===== config.mk =====
export PLATFORM = sky130hd
export DESIGN_NAME = sapc_regs
export DESIGN_NICKNAME = d
export VERILOG_FILES = /design/src/logic/sapc_pkg.sv /design/src/logic/sapc_pin_route.sv /design/src/logic/sapc_regs.sv
export SDC_FILE = /design/constraint.sdc
export NUM_CORES = 1
export LEC_CHECK = 0
export BUFFER_PORTS_ARGS = -buffer_cell sky130_fd_sc_hd__buf_2
export CAP_MARGIN = 20
export CORE_ASPECT_RATIO = 0.7
export CORE_MARGIN = 2
export CORE_UTILIZATION = 50
export DETAILED_ROUTE_END_ITERATION = 8
export GPL_ROUTABILITY_DRIVEN = 0
export PLACE_DENSITY_LB_ADDON = 0.1
export SYNTH_ARGS = -nofsm -noshare
export SYNTH_HDL_FRONTEND = slang
export SYNTH_SLANG_ARGS = --single-unit

===== constraint.sdc =====
create_clock -name clk -period 2.75 [get_ports clk]
set_input_delay 0.4125 -clock clk [delete_from_list [all_inputs] [get_ports clk]]
set_output_delay 0.4125 -clock clk [all_outputs]
set_load 0.05 [all_outputs]

===== src/logic/sapc_pkg.sv =====
// Purpose: Constants for the serializer analog page register bank
// Assumes: AXI4-Lite, 32-bit data, one register per aligned word
// Notes:   Byte address of a register is four times its index
package sapc_pkg;
   localparam int          ADDR_W      = 8;
   localparam logic [15:0] PAGE_SERDES = 16'h6A00;
   localparam logic [15:0] PAGE_RESET  = 16'h0000;
   // Register indices
   localparam logic [5:0]  IDX_MULT    = 6'h16;
   localparam logic [5:0]  IDX_PLLPDN  = 6'h17;
   localparam logic [5:0]  IDX_OVRSEL  = 6'h1A;
   localparam logic [5:0]  IDX_SWING   = 6'h1B;
   localparam logic [5:0]  IDX_PAGE    = 6'h3F;
   // Field positions
   localparam int          POS_MULT    = 0;
   localparam int          POS_PLLRST  = 6;
   localparam int          POS_SLP_UP  = 5;
   localparam int          POS_SLP_LO  = 3;
   localparam int          POS_OVR_RT  = 1;
   localparam int          POS_SWING   = 5;
   localparam int          POS_OVR_EN  = 3;
   // Reset values
   localparam logic [1:0]  RST_MULT    = 2'h0;
   localparam logic [2:0]  RST_SWING   = 3'h0;
   localparam logic        RST_BIT     = 1'b0;
   // Multiplier codes and their meaning
   localparam logic [1:0]  MUL_CODE_20 = 2'h0;
   localparam logic [1:0]  MUL_CODE_40 = 2'h2;
   localparam logic [5:0]  MUL_X20     = 6'h14;
   localparam logic [5:0]  MUL_X40     = 6'h28;
   localparam logic [2:0]  LANES_X20   = 3'h4;
   localparam logic [2:0]  LANES_X40   = 3'h2;
   localparam logic [5:0]  MUL_NONE    = 6'h00;
   localparam logic [2:0]  LANES_NONE  = 3'h0;
   // Output swing in mVpp per code
   localparam logic [9:0]  SWING_MV [8] = '{
      10'd860, 10'd810, 10'd770, 10'd745,
      10'd960, 10'd930, 10'd905, 10'd880};
   localparam logic [1:0]  RESP_OKAY   = 2'h0;
   localparam logic [1:0]  RESP_SLVERR = 2'h2;

   typedef struct packed {
      logic [5:0] factor;
      logic [2:0] lanes;
   } sapc_mult_t;

   function automatic sapc_mult_t sapc_mult_decode(input logic [1:0] code);
      sapc_mult_t m;
      case (code)
         MUL_CODE_20: m = '{factor: MUL_X20, lanes: LANES_X20};
         MUL_CODE_40: m = '{factor: MUL_X40, lanes: LANES_X40};
         default:     m = '{factor: MUL_NONE, lanes: LANES_NONE};
      endcase
      return m;
   endfunction : sapc_mult_decode
endpackage : sapc_pkg


===== src/logic/sapc_pin_route.sv =====
// Purpose: Routes channel A fast over-range onto the sleep pin path
// Assumes: Pad level and flag are synchronous to clk
// Notes:   Result is registered, one cycle behind its inputs
`timescale 1ns/1ps
module sapc_pin_route (
   // Clock and reset
   input  wire logic clk,
   input  wire logic rst_n,
   // Controls
   input  wire logic route_a,
   input  wire logic override_en,
   // Sources
   input  wire logic sleep_pin_in,
   input  wire logic fast_overrange_flag_a,
   // Result
   output logic      sleep_pin_eff_q,
   output logic      override_active_q
);
   import sapc_pkg::*;
   logic sleep_pin_eff_d;
   logic override_active_d;

   always_comb begin
      // Route bit only counts with the enable also set
      override_active_d = route_a & override_en;
      sleep_pin_eff_d   = override_active_d ? fast_overrange_flag_a
                                            : sleep_pin_in;
   end

   always_ff @(posedge clk or negedge rst_n) begin
      if (!rst_n) begin
         sleep_pin_eff_q   <= RST_BIT;
         override_active_q <= RST_BIT;
      end else begin
         sleep_pin_eff_q   <= sleep_pin_eff_d;
         override_active_q <= override_active_d;
      end
   end
endmodule : sapc_pin_route


===== src/logic/sapc_regs.sv =====
// Purpose: Serializer analog page registers behind an AXI4-Lite slave
// Assumes: One outstanding write and one outstanding read at a time
// Notes:   Page register must hold the serializer page value for access
//
// Overview of operation
// - Multiplier code 00 x20/4 lanes, 10 x40/2
// - Lanes sleep only when both bits set
// - Sleeping lanes have output buffers disabled
// - Route plus enable puts flag on pin
// - Enable clear keeps sleep pin normal
// - Three-bit code selects one of eight swings
// - Registers decode at 16,17,1A,1B in page
`timescale 1ns/1ps
module sapc_regs (
   // Clock and reset
   input  wire logic                        clk,
   input  wire logic                        rst_n,
   // AXI4-Lite write address
   input  wire logic [sapc_pkg::ADDR_W-1:0] s_axi_awaddr,
   input  wire logic                        s_axi_awvalid,
   output logic                             s_axi_awready,
   // AXI4-Lite write data
   input  wire logic [31:0]                 s_axi_wdata,
   input  wire logic [3:0]                  s_axi_wstrb,
   input  wire logic                        s_axi_wvalid,
   output logic                             s_axi_wready,
   // AXI4-Lite write response
   output logic [1:0]                       s_axi_bresp,
   output logic                             s_axi_bvalid,
   input  wire logic                        s_axi_bready,
   // AXI4-Lite read
   input  wire logic [sapc_pkg::ADDR_W-1:0] s_axi_araddr,
   input  wire logic                        s_axi_arvalid,
   output logic                             s_axi_arready,
   output logic [31:0]                      s_axi_rdata,
   output logic [1:0]                       s_axi_rresp,
   output logic                             s_axi_rvalid,
   input  wire logic                        s_axi_rready,
   // Serializer PLL
   output logic [1:0]                       serializer_multiplier_select_q,
   output logic [5:0]                       pll_factor_q,
   output logic [2:0]                       lanes_per_adc_q,
   output logic                             pll_restart_q,
   // Lane output enables, order b3 a3 b0 a0
   output logic [3:0]                       lane_oe_q,
   // Transmitter amplitude
   output logic [2:0]                       output_amplitude_select_q,
   output logic [9:0]                       swing_mv_q,
   // Sleep pin path
   input  wire logic                        sleep_pin_in,
   input  wire logic                        fast_overrange_flag_a,
   output logic                             sleep_pin_eff_q,
   output logic                             override_active_q
);
   import sapc_pkg::*;

   ////////////////////////////////////////////////////////////////////////
   // Bus state
   logic              aw_have_q, aw_have_d, w_have_q, w_have_d;
   logic [5:0]        waddr_q, waddr_d;
   logic [31:0]       wdata_q, wdata_d;
   logic [3:0]        wstrb_q, wstrb_d;
   logic              awready_d, wready_d, bvalid_d, arready_d, rvalid_d;
   logic [1:0]        bresp_d, rresp_d;
   logic [31:0]       rdata_d;
   logic              wr_fire, rd_fire;
   logic [5:0]        raddr;
   // Register state
   logic [15:0]       page_q, page_d;
   logic [1:0]        mult_d;
   logic              pllrst_d, slp_up_q, slp_up_d, slp_lo_q, slp_lo_d;
   logic              ovr_rt_q, ovr_rt_d, ovr_en_q, ovr_en_d;
   logic [2:0]        swing_d;
   sapc_mult_t        mdec;

   function automatic logic mapped(input logic [5:0] idx,
                                   input logic [15:0] page);
      logic in_page;
      in_page = (page == PAGE_SERDES);
      case (idx)
         IDX_PAGE:                       mapped = 1'b1;
         IDX_MULT, IDX_PLLPDN,
         IDX_OVRSEL, IDX_SWING:          mapped = in_page;
         default:                        mapped = 1'b0;
      endcase
   endfunction : mapped

   assign wr_fire = aw_have_q & w_have_q & ~s_axi_bvalid;
   assign rd_fire = s_axi_arvalid & s_axi_arready;
   assign raddr   = s_axi_araddr[ADDR_W-1:2];

   ////////////////////////////////////////////////////////////////////////
   // Bus next state: address and data may arrive in either order
   always_comb begin
      aw_have_d = aw_have_q;
      w_have_d  = w_have_q;
      waddr_d   = waddr_q;
      wdata_d   = wdata_q;
      wstrb_d   = wstrb_q;
      bvalid_d  = s_axi_bvalid & ~s_axi_bready;
      bresp_d   = s_axi_bresp;
      if (s_axi_awvalid && s_axi_awready) begin
         aw_have_d = 1'b1;
         waddr_d   = s_axi_awaddr[ADDR_W-1:2];
      end
      if (s_axi_wvalid && s_axi_wready) begin
         w_have_d = 1'b1;
         wdata_d  = s_axi_wdata;
         wstrb_d  = s_axi_wstrb;
      end
      if (wr_fire) begin
         aw_have_d = 1'b0;
         w_have_d  = 1'b0;
         bvalid_d  = 1'b1;
         bresp_d   = mapped(waddr_q, page_q) ? RESP_OKAY : RESP_SLVERR;
      end
      // Stall the next address until the response has been taken
      awready_d = ~aw_have_d & ~bvalid_d;
      wready_d  = ~w_have_d & ~bvalid_d;
      rvalid_d  = s_axi_rvalid & ~s_axi_rready;
      rdata_d   = s_axi_rdata;
      rresp_d   = s_axi_rresp;
      if (rd_fire) begin
         rvalid_d = 1'b1;
         rresp_d  = mapped(raddr, page_q) ? RESP_OKAY : RESP_SLVERR;
         rdata_d  = 32'h0000_0000;
         // Reserved bits and unmapped words read as zero
         if (mapped(raddr, page_q)) begin
            case (raddr)
               IDX_PAGE:   rdata_d[15:0] = page_q;
               IDX_MULT:   rdata_d[POS_MULT +: 2] =
                              serializer_multiplier_select_q;
               IDX_PLLPDN: begin
                  rdata_d[POS_PLLRST] = pll_restart_q;
                  rdata_d[POS_SLP_UP] = slp_up_q;
                  rdata_d[POS_SLP_LO] = slp_lo_q;
               end
               IDX_OVRSEL: rdata_d[POS_OVR_RT] = ovr_rt_q;
               IDX_SWING: begin
                  rdata_d[POS_SWING +: 3] = output_amplitude_select_q;
                  rdata_d[POS_OVR_EN]     = ovr_en_q;
               end
               default:    rdata_d = 32'h0000_0000;
            endcase
         end
      end
      arready_d = ~rvalid_d;
   end

   always_ff @(posedge clk or negedge rst_n) begin
      if (!rst_n) begin
         aw_have_q     <= 1'b0;
         w_have_q      <= 1'b0;
         waddr_q       <= 6'h00;
         wdata_q       <= 32'h0000_0000;
         wstrb_q       <= 4'h0;
         s_axi_awready <= 1'b0;
         s_axi_wready  <= 1'b0;
         s_axi_bvalid  <= 1'b0;
         s_axi_bresp   <= RESP_OKAY;
         s_axi_arready <= 1'b0;
         s_axi_rvalid  <= 1'b0;
         s_axi_rresp   <= RESP_OKAY;
         s_axi_rdata   <= 32'h0000_0000;
      end else begin
         aw_have_q     <= aw_have_d;
         w_have_q      <= w_have_d;
         waddr_q       <= waddr_d;
         wdata_q       <= wdata_d;
         wstrb_q       <= wstrb_d;
         s_axi_awready <= awready_d;
         s_axi_wready  <= wready_d;
         s_axi_bvalid  <= bvalid_d;
         s_axi_bresp   <= bresp_d;
         s_axi_arready <= arready_d;
         s_axi_rvalid  <= rvalid_d;
         s_axi_rresp   <= rresp_d;
         s_axi_rdata   <= rdata_d;
      end
   end

   ////////////////////////////////////////////////////////////////////////
   // Registers: only documented fields are stored
   always_comb begin
      page_d   = page_q;
      mult_d   = serializer_multiplier_select_q;
      pllrst_d = pll_restart_q;
      slp_up_d = slp_up_q;
      slp_lo_d = slp_lo_q;
      ovr_rt_d = ovr_rt_q;
      ovr_en_d = ovr_en_q;
      swing_d  = output_amplitude_select_q;
      if (wr_fire && mapped(waddr_q, page_q)) begin
         if (waddr_q == IDX_PAGE) begin
            if (wstrb_q[0]) page_d[7:0]  = wdata_q[7:0];
            if (wstrb_q[1]) page_d[15:8] = wdata_q[15:8];
         end else if (wstrb_q[0]) begin
            case (waddr_q)
               IDX_MULT:   mult_d = wdata_q[POS_MULT +: 2];
               IDX_PLLPDN: begin
                  pllrst_d = wdata_q[POS_PLLRST];
                  slp_up_d = wdata_q[POS_SLP_UP];
                  slp_lo_d = wdata_q[POS_SLP_LO];
               end
               IDX_OVRSEL: ovr_rt_d = wdata_q[POS_OVR_RT];
               IDX_SWING: begin
                  swing_d  = wdata_q[POS_SWING +: 3];
                  ovr_en_d = wdata_q[POS_OVR_EN];
               end
               default:    mult_d = serializer_multiplier_select_q;
            endcase
         end
      end
      mdec = sapc_mult_decode(serializer_multiplier_select_q);
   end

   always_ff @(posedge clk or negedge rst_n) begin
      if (!rst_n) begin
         page_q                         <= PAGE_RESET;
         serializer_multiplier_select_q <= RST_MULT;
         pll_restart_q                  <= RST_BIT;
         slp_up_q                       <= RST_BIT;
         slp_lo_q                       <= RST_BIT;
         ovr_rt_q                       <= RST_BIT;
         ovr_en_q                       <= RST_BIT;
         output_amplitude_select_q      <= RST_SWING;
         pll_factor_q                   <= MUL_X20;
         lanes_per_adc_q                <= LANES_X20;
         lane_oe_q                      <= 4'hF;
         swing_mv_q                     <= SWING_MV[0];
      end else begin
         page_q                         <= page_d;
         serializer_multiplier_select_q <= mult_d;
         pll_restart_q                  <= pllrst_d;
         slp_up_q                       <= slp_up_d;
         slp_lo_q                       <= slp_lo_d;
         ovr_rt_q                       <= ovr_rt_d;
         ovr_en_q                       <= ovr_en_d;
         output_amplitude_select_q      <= swing_d;
         pll_factor_q                   <= mdec.factor;
         lanes_per_adc_q                <= mdec.lanes;
         // One bit alone must not sleep the lanes
         lane_oe_q <= {4{~(slp_up_q & slp_lo_q)}};
         swing_mv_q <= SWING_MV[output_amplitude_select_q];
      end
   end

   ////////////////////////////////////////////////////////////////////////
   // Sleep pin path
   sapc_pin_route u_pin_route (
      .clk                   (clk),
      .rst_n                 (rst_n),
      .route_a               (ovr_rt_q),
      .override_en           (ovr_en_q),
      .sleep_pin_in          (sleep_pin_in),
      .fast_overrange_flag_a (fast_overrange_flag_a),
      .sleep_pin_eff_q       (sleep_pin_eff_q),
      .override_active_q     (override_active_q)
   );
endmodule : sapc_regs


# Word-level counts from Yosys, hierarchy flattened
# Memory sizes are Yosys's and may differ from the RTL's. A register that Yosys moved wholly into a read port is not among the register bits.
# Cells that the tools add are included.
# W data, S select, Z words.
# totals
ff_bits,105
out_inout_bits,72
elab_cells,95
input_bits,61
rom_bits,80
n_memories,1
# mem_list
name,words,width,read_ports,rd_clocked_by_memory_dff,wr,line_no,rtl
(no name shown),8,10,1,1,0,sapc_regs.sv:244,swing_mv_q <= SWING_MV[output_amplitude_select_q];
# op_classes
n_eq_ne,12
bitwise_logic,19
n_reduce_logical,13
muxes,23
# op_table
op,n
$eq A6 B5 Y1 const B,8
$pmux W9 S2,1
$eq A16 B15 Y1 const B,1
$mux W16,1
$reduce_and A4 Y1,4
$eq A6 B6 Y1 const B,2
$mux W1,11
$and A1 B1 Y1,9
$not A1 Y1,9
$mux W8,1
$pmux W1 S2,4
$reduce_or A4 Y1,2
$pmux W1 S3,2
$pmux W2 S3,1
$reduce_and A3 Y1,2
$mux W2,2
$not A3 Y4,1
$logic_and A1 B1 Y1,3
$eq A2 B2 Y1 const B,1
$logic_not A2 Y1,1
$logic_not A1 Y1,1

# Longest topological paths before layout
# logic_depth
depth_word,5
mapped_depth,5
depth_no_buf,4

# Modules after synthesis
# From an unflattened synthesis, not the netlist that was laid out.
# unflattened
cells_unflattened,316
area_unflattened_um2,3996.3
# modules_own_cells
mod,cells_each,n_inst,area_per_inst_um2,seq_area_each_um2
sapc_regs,312,1,3922.5,2185.8
sapc_pin_route,4,1,73.8,50.0

# Worst setup path before layout
# No wires, ideal clock.
# synth_path
path_type,flip-flop to flip-flop
from,register page_q[3]
to,register ovr_rt_q
synth_period_minus_slack_ps,2187
required_ps,2622
setup_slack_ps,563
stages_incl_launch_ff,5
n_path_buf,0
arrival_time_ps,2060
setup_time_ps,128
cell_sequence,dfrtp_1 > or4_4 > or4_4 > nor4_2 > mux2_1
# synth_via
elab_chain_len,4
# synth_rtl
element,line_no,rtl
"start, declared",sapc_regs.sv:69,"logic [15:0] page_q, page_d;"
"start signal, assigned",sapc_regs.sv:232,page_q <= page_d;
$eq A16 B15 Y1,sapc_regs.sv:79,in_page = (page == PAGE_SERDES);
$pmux W1 S2,sapc_regs.sv:80,case (idx)
$logic_and A1 B1 Y1,sapc_regs.sv:193,"if (wr_fire && mapped(waddr_q, page_q)) begin"
$reduce_and A4 Y1 (no source line),-,
"end signal, assigned",sapc_regs.sv:237,ovr_rt_q <= ovr_rt_d;
"end, declared",sapc_regs.sv:72,"logic ovr_rt_q, ovr_rt_d, ovr_en_q, ovr_en_d;"
# Every way passes these cells.
# A chain may end at the register's enable or synchronous reset.

# Final worst setup path
# Ends and elaborated chain as after synthesis.

==> run metrics <==
status=complete, no violations; Final Cell Area=4510 sq um; hold_ws=0.133 ns; FF-to-FF Start=page_q[3]; Die Wd=110 microns; Setup crit end=ovr_rt_q; PortBufs=88; Max Clock Skew=0.00963 ns; starting density of the core=52.6%; vias in the first global route=2252; drt wl/cell=14.5 microns; Crit path required time=2.98 ns; RSZ-0062 raised after global routing=false; reg2reg path depth=4; slack of the worst reg-to-reg path=0.45 ns; maximum vdd drop=0.000501 V; Yosys top cell area share=52.6%; setup repair bufs after CTS=0; dpl hpwl=5.27 mm; largest stage delay on the critical path=0.58 ns; TritonCTS buffer count=9; Area growth syn-to-layout=15.5%; Ys Warns=0; fmax=434 MHz; DRC=0; TritonCTS clock tree=yes; crit path max fanout=5; Non-Filler Instances=502; Max Slew Vio Count=0; Min-Delay Path Class=in2async; Max Cap Viol=0; largest net degree at the start of global routing=59; Power Total=3.35 mW; crit start category=register; Post-DRT Antenna Nets=0; Worst-path clk slew=0.08 ns; top cells by area, synth=dfrtp_1 53%, mux2_2 12%, buf_4 5.6%; async set-reset flop share out of synthesis=100%; Gates resized, CTS repair=0; CP dominant cell by count=or4_4; routed wire length=7.27 mm; Final Hold Viols=0; placed inst area=4330 sq um; H-Tree Depth=3; Via-to-Cell Ratio=5.02; worst setup path start=page_q[3]; Synth Cell Area=3900 sq um; most common cell in the synthesized netlist=dfrtp_1; Cell variety after synth=43; Tcrit/Tclk final=83.7%; Yosys top cell by area=dfrtp_1; setup ws final=0.448 ns; worst slew pin tran=0.847 ns; EDFF count, synth=0; slowest CP cell=or4_4; row count=26; Lkg Pwr=2.29 nW; Vias=2519; clk root buf=clkbuf_8; Setup CP Type=reg2reg; hold_buf cts=0; Antenna diodes=0; Commonest cells post-synth=82 x dfrtp_1, 41 x mux2_2, 37 x nand2_1, 29 x buf_4, 18 x o21ai_0; pre-CTS setup slack=0.463 ns; CP arrival=2.53 ns; Slew HR=43.4%; sequential-to-total area share from yosys stat=57.3%; final setup fails=0; GRT Util Overall=18.1%; core area=7420 sq um; Cell Pwr Density=744 nW/um^2; #FFs+latches synth=89; cells along the critical path=or4_4 -> or4_4 -> nor4_2 -> mux2_1; Tmin final=2.30 ns; Skew-Pair Late Insertion Delay=0.34 ns; r2r endpoint=ovr_rt_q; Synth Flop Type=dfrtp_1; setup_tns=0 ns; Worst setup EP type=register; Layout Utilization=60.8%; I/O pins=133; initial DRC count=94; Synth Area per Inst=12.5 sq um; drt first pass iters=4; Cells after DPL=486; first-pass GRT wire length=11.6 mm; share of layout cells above drive strength 1=41.3%; CTS sink count=89; Die Height=77.9 microns; Max Buffers Root-to-Sink=2; GR Overflow Total=0; initial antenna violation count=0; Die ar.=8540 sq um; Syn Inst Count=313; Final nets=466
routing by layer:
layer / GRT usage [%] / wire (microns)
met1: 28.0 / 3680
met5: 0 / 0
met2: 24.4 / 2960
met3: 6.81 / 607
met4: 3.04 / 19
flip-flops by register name, indices dropped and copies added, names as in the netlist, 2 cells and up:
name / count
output_amplitude_select_q: 3
wstrb_q: 2
page_q: 16
serializer_multiplier_select_q: 2
swing_mv_q: 9
wdata_q: 16
waddr_q: 6
s_axi_rdata: 16
worst max-delay path, delay by kind of cell, from the launching register on:
| family | cells | cell delay (ns) |
|---|---|---|
| and+or+nand+nor | 3 | 1.43 |
| DFF | 1 | 0.41 |
| muxes | 1 | 0.35 |
placed cells by master (no fill, tap or decap), types with 2 or more instances in the layout:
cell type / count
buf_2: 87
dfrtp_1: 82
mux2_2: 41
nand2_1: 37
conb_1: 22
o21ai_0: 18
clkbuf_8: 10
nor2_1: 9
inv_1: 9
dfstp_2: 7
nor2b_1: 6
mux2_1: 6
ha_1: 6
mux2_4: 4
nand3_1: 4
a22o_1: 4
a21oi_1: 3
or4_4: 3
a22oi_1: 3
o31ai_1: 3
clkinv_2: 3
buf_4: 3
nor3b_1: 2
nand3b_4: 2
xnor2_1: 2
nor3_1: 2
o22ai_1: 2
o211ai_1: 2
a32oi_1: 2
clkinv_4: 2
power by group:
group | internal (mW) | switching (mW) | total, mW | leakage (nW)
Clock | 0.352 | 0.434 | 0.786 | 0.0930
Combinational | 0.349 | 0.424 | 0.773 | 1.06
Sequential | 1.58 | 0.208 | 1.79 | 1.14
final cells by class:
class	instances	area, sq um
Clock buffer	11	141
Fill cell	619	2910
Clock inverter	5	32.5
Sequential cell	89	2240
Inverter	9	33.8
Tap cell	98	123
Multi-Input combinational cell	199	1460
Timing Repair Buffer	91	478
cells by family (layout without fill, tap and decap cells):
kind of cell | Yosys count | count (layout) | synth area share [%]
AND/OR/NAND/NOR | 78 | 78 | 11.4
buffers and inverters | 45 | 116 | 7.12
adder cells (fa/ha/maj) | 6 | 6 | 1.92
XOR/XNOR | 2 | 2 | 0.449
multiplexers | 51 | 51 | 15.1
AO/OA/AOI/OAI | 40 | 40 | 6.51
other | 2 | 22 | 0.192
flip-flops | 89 | 89 | 57.3
worst min-delay path by stage:
stage	from	end	slack [ns]	depth (start not counted)
6_report	rst_n	swing_mv_q[7]	0.13	1
3_3_place_gp	slp_up_q	lane_oe_q[0]	0.42	1
3_5_place_dp	slp_up_q	lane_oe_q[0]	0.42	1
4_1_cts	rst_n	swing_mv_q[7]	0.15	1
5_1_grt	rst_n	swing_mv_q[7]	0.18	1
2_1_floorplan	rst_n	aw_have_q	0.12	0
Power figures use the tool's default switching activity.
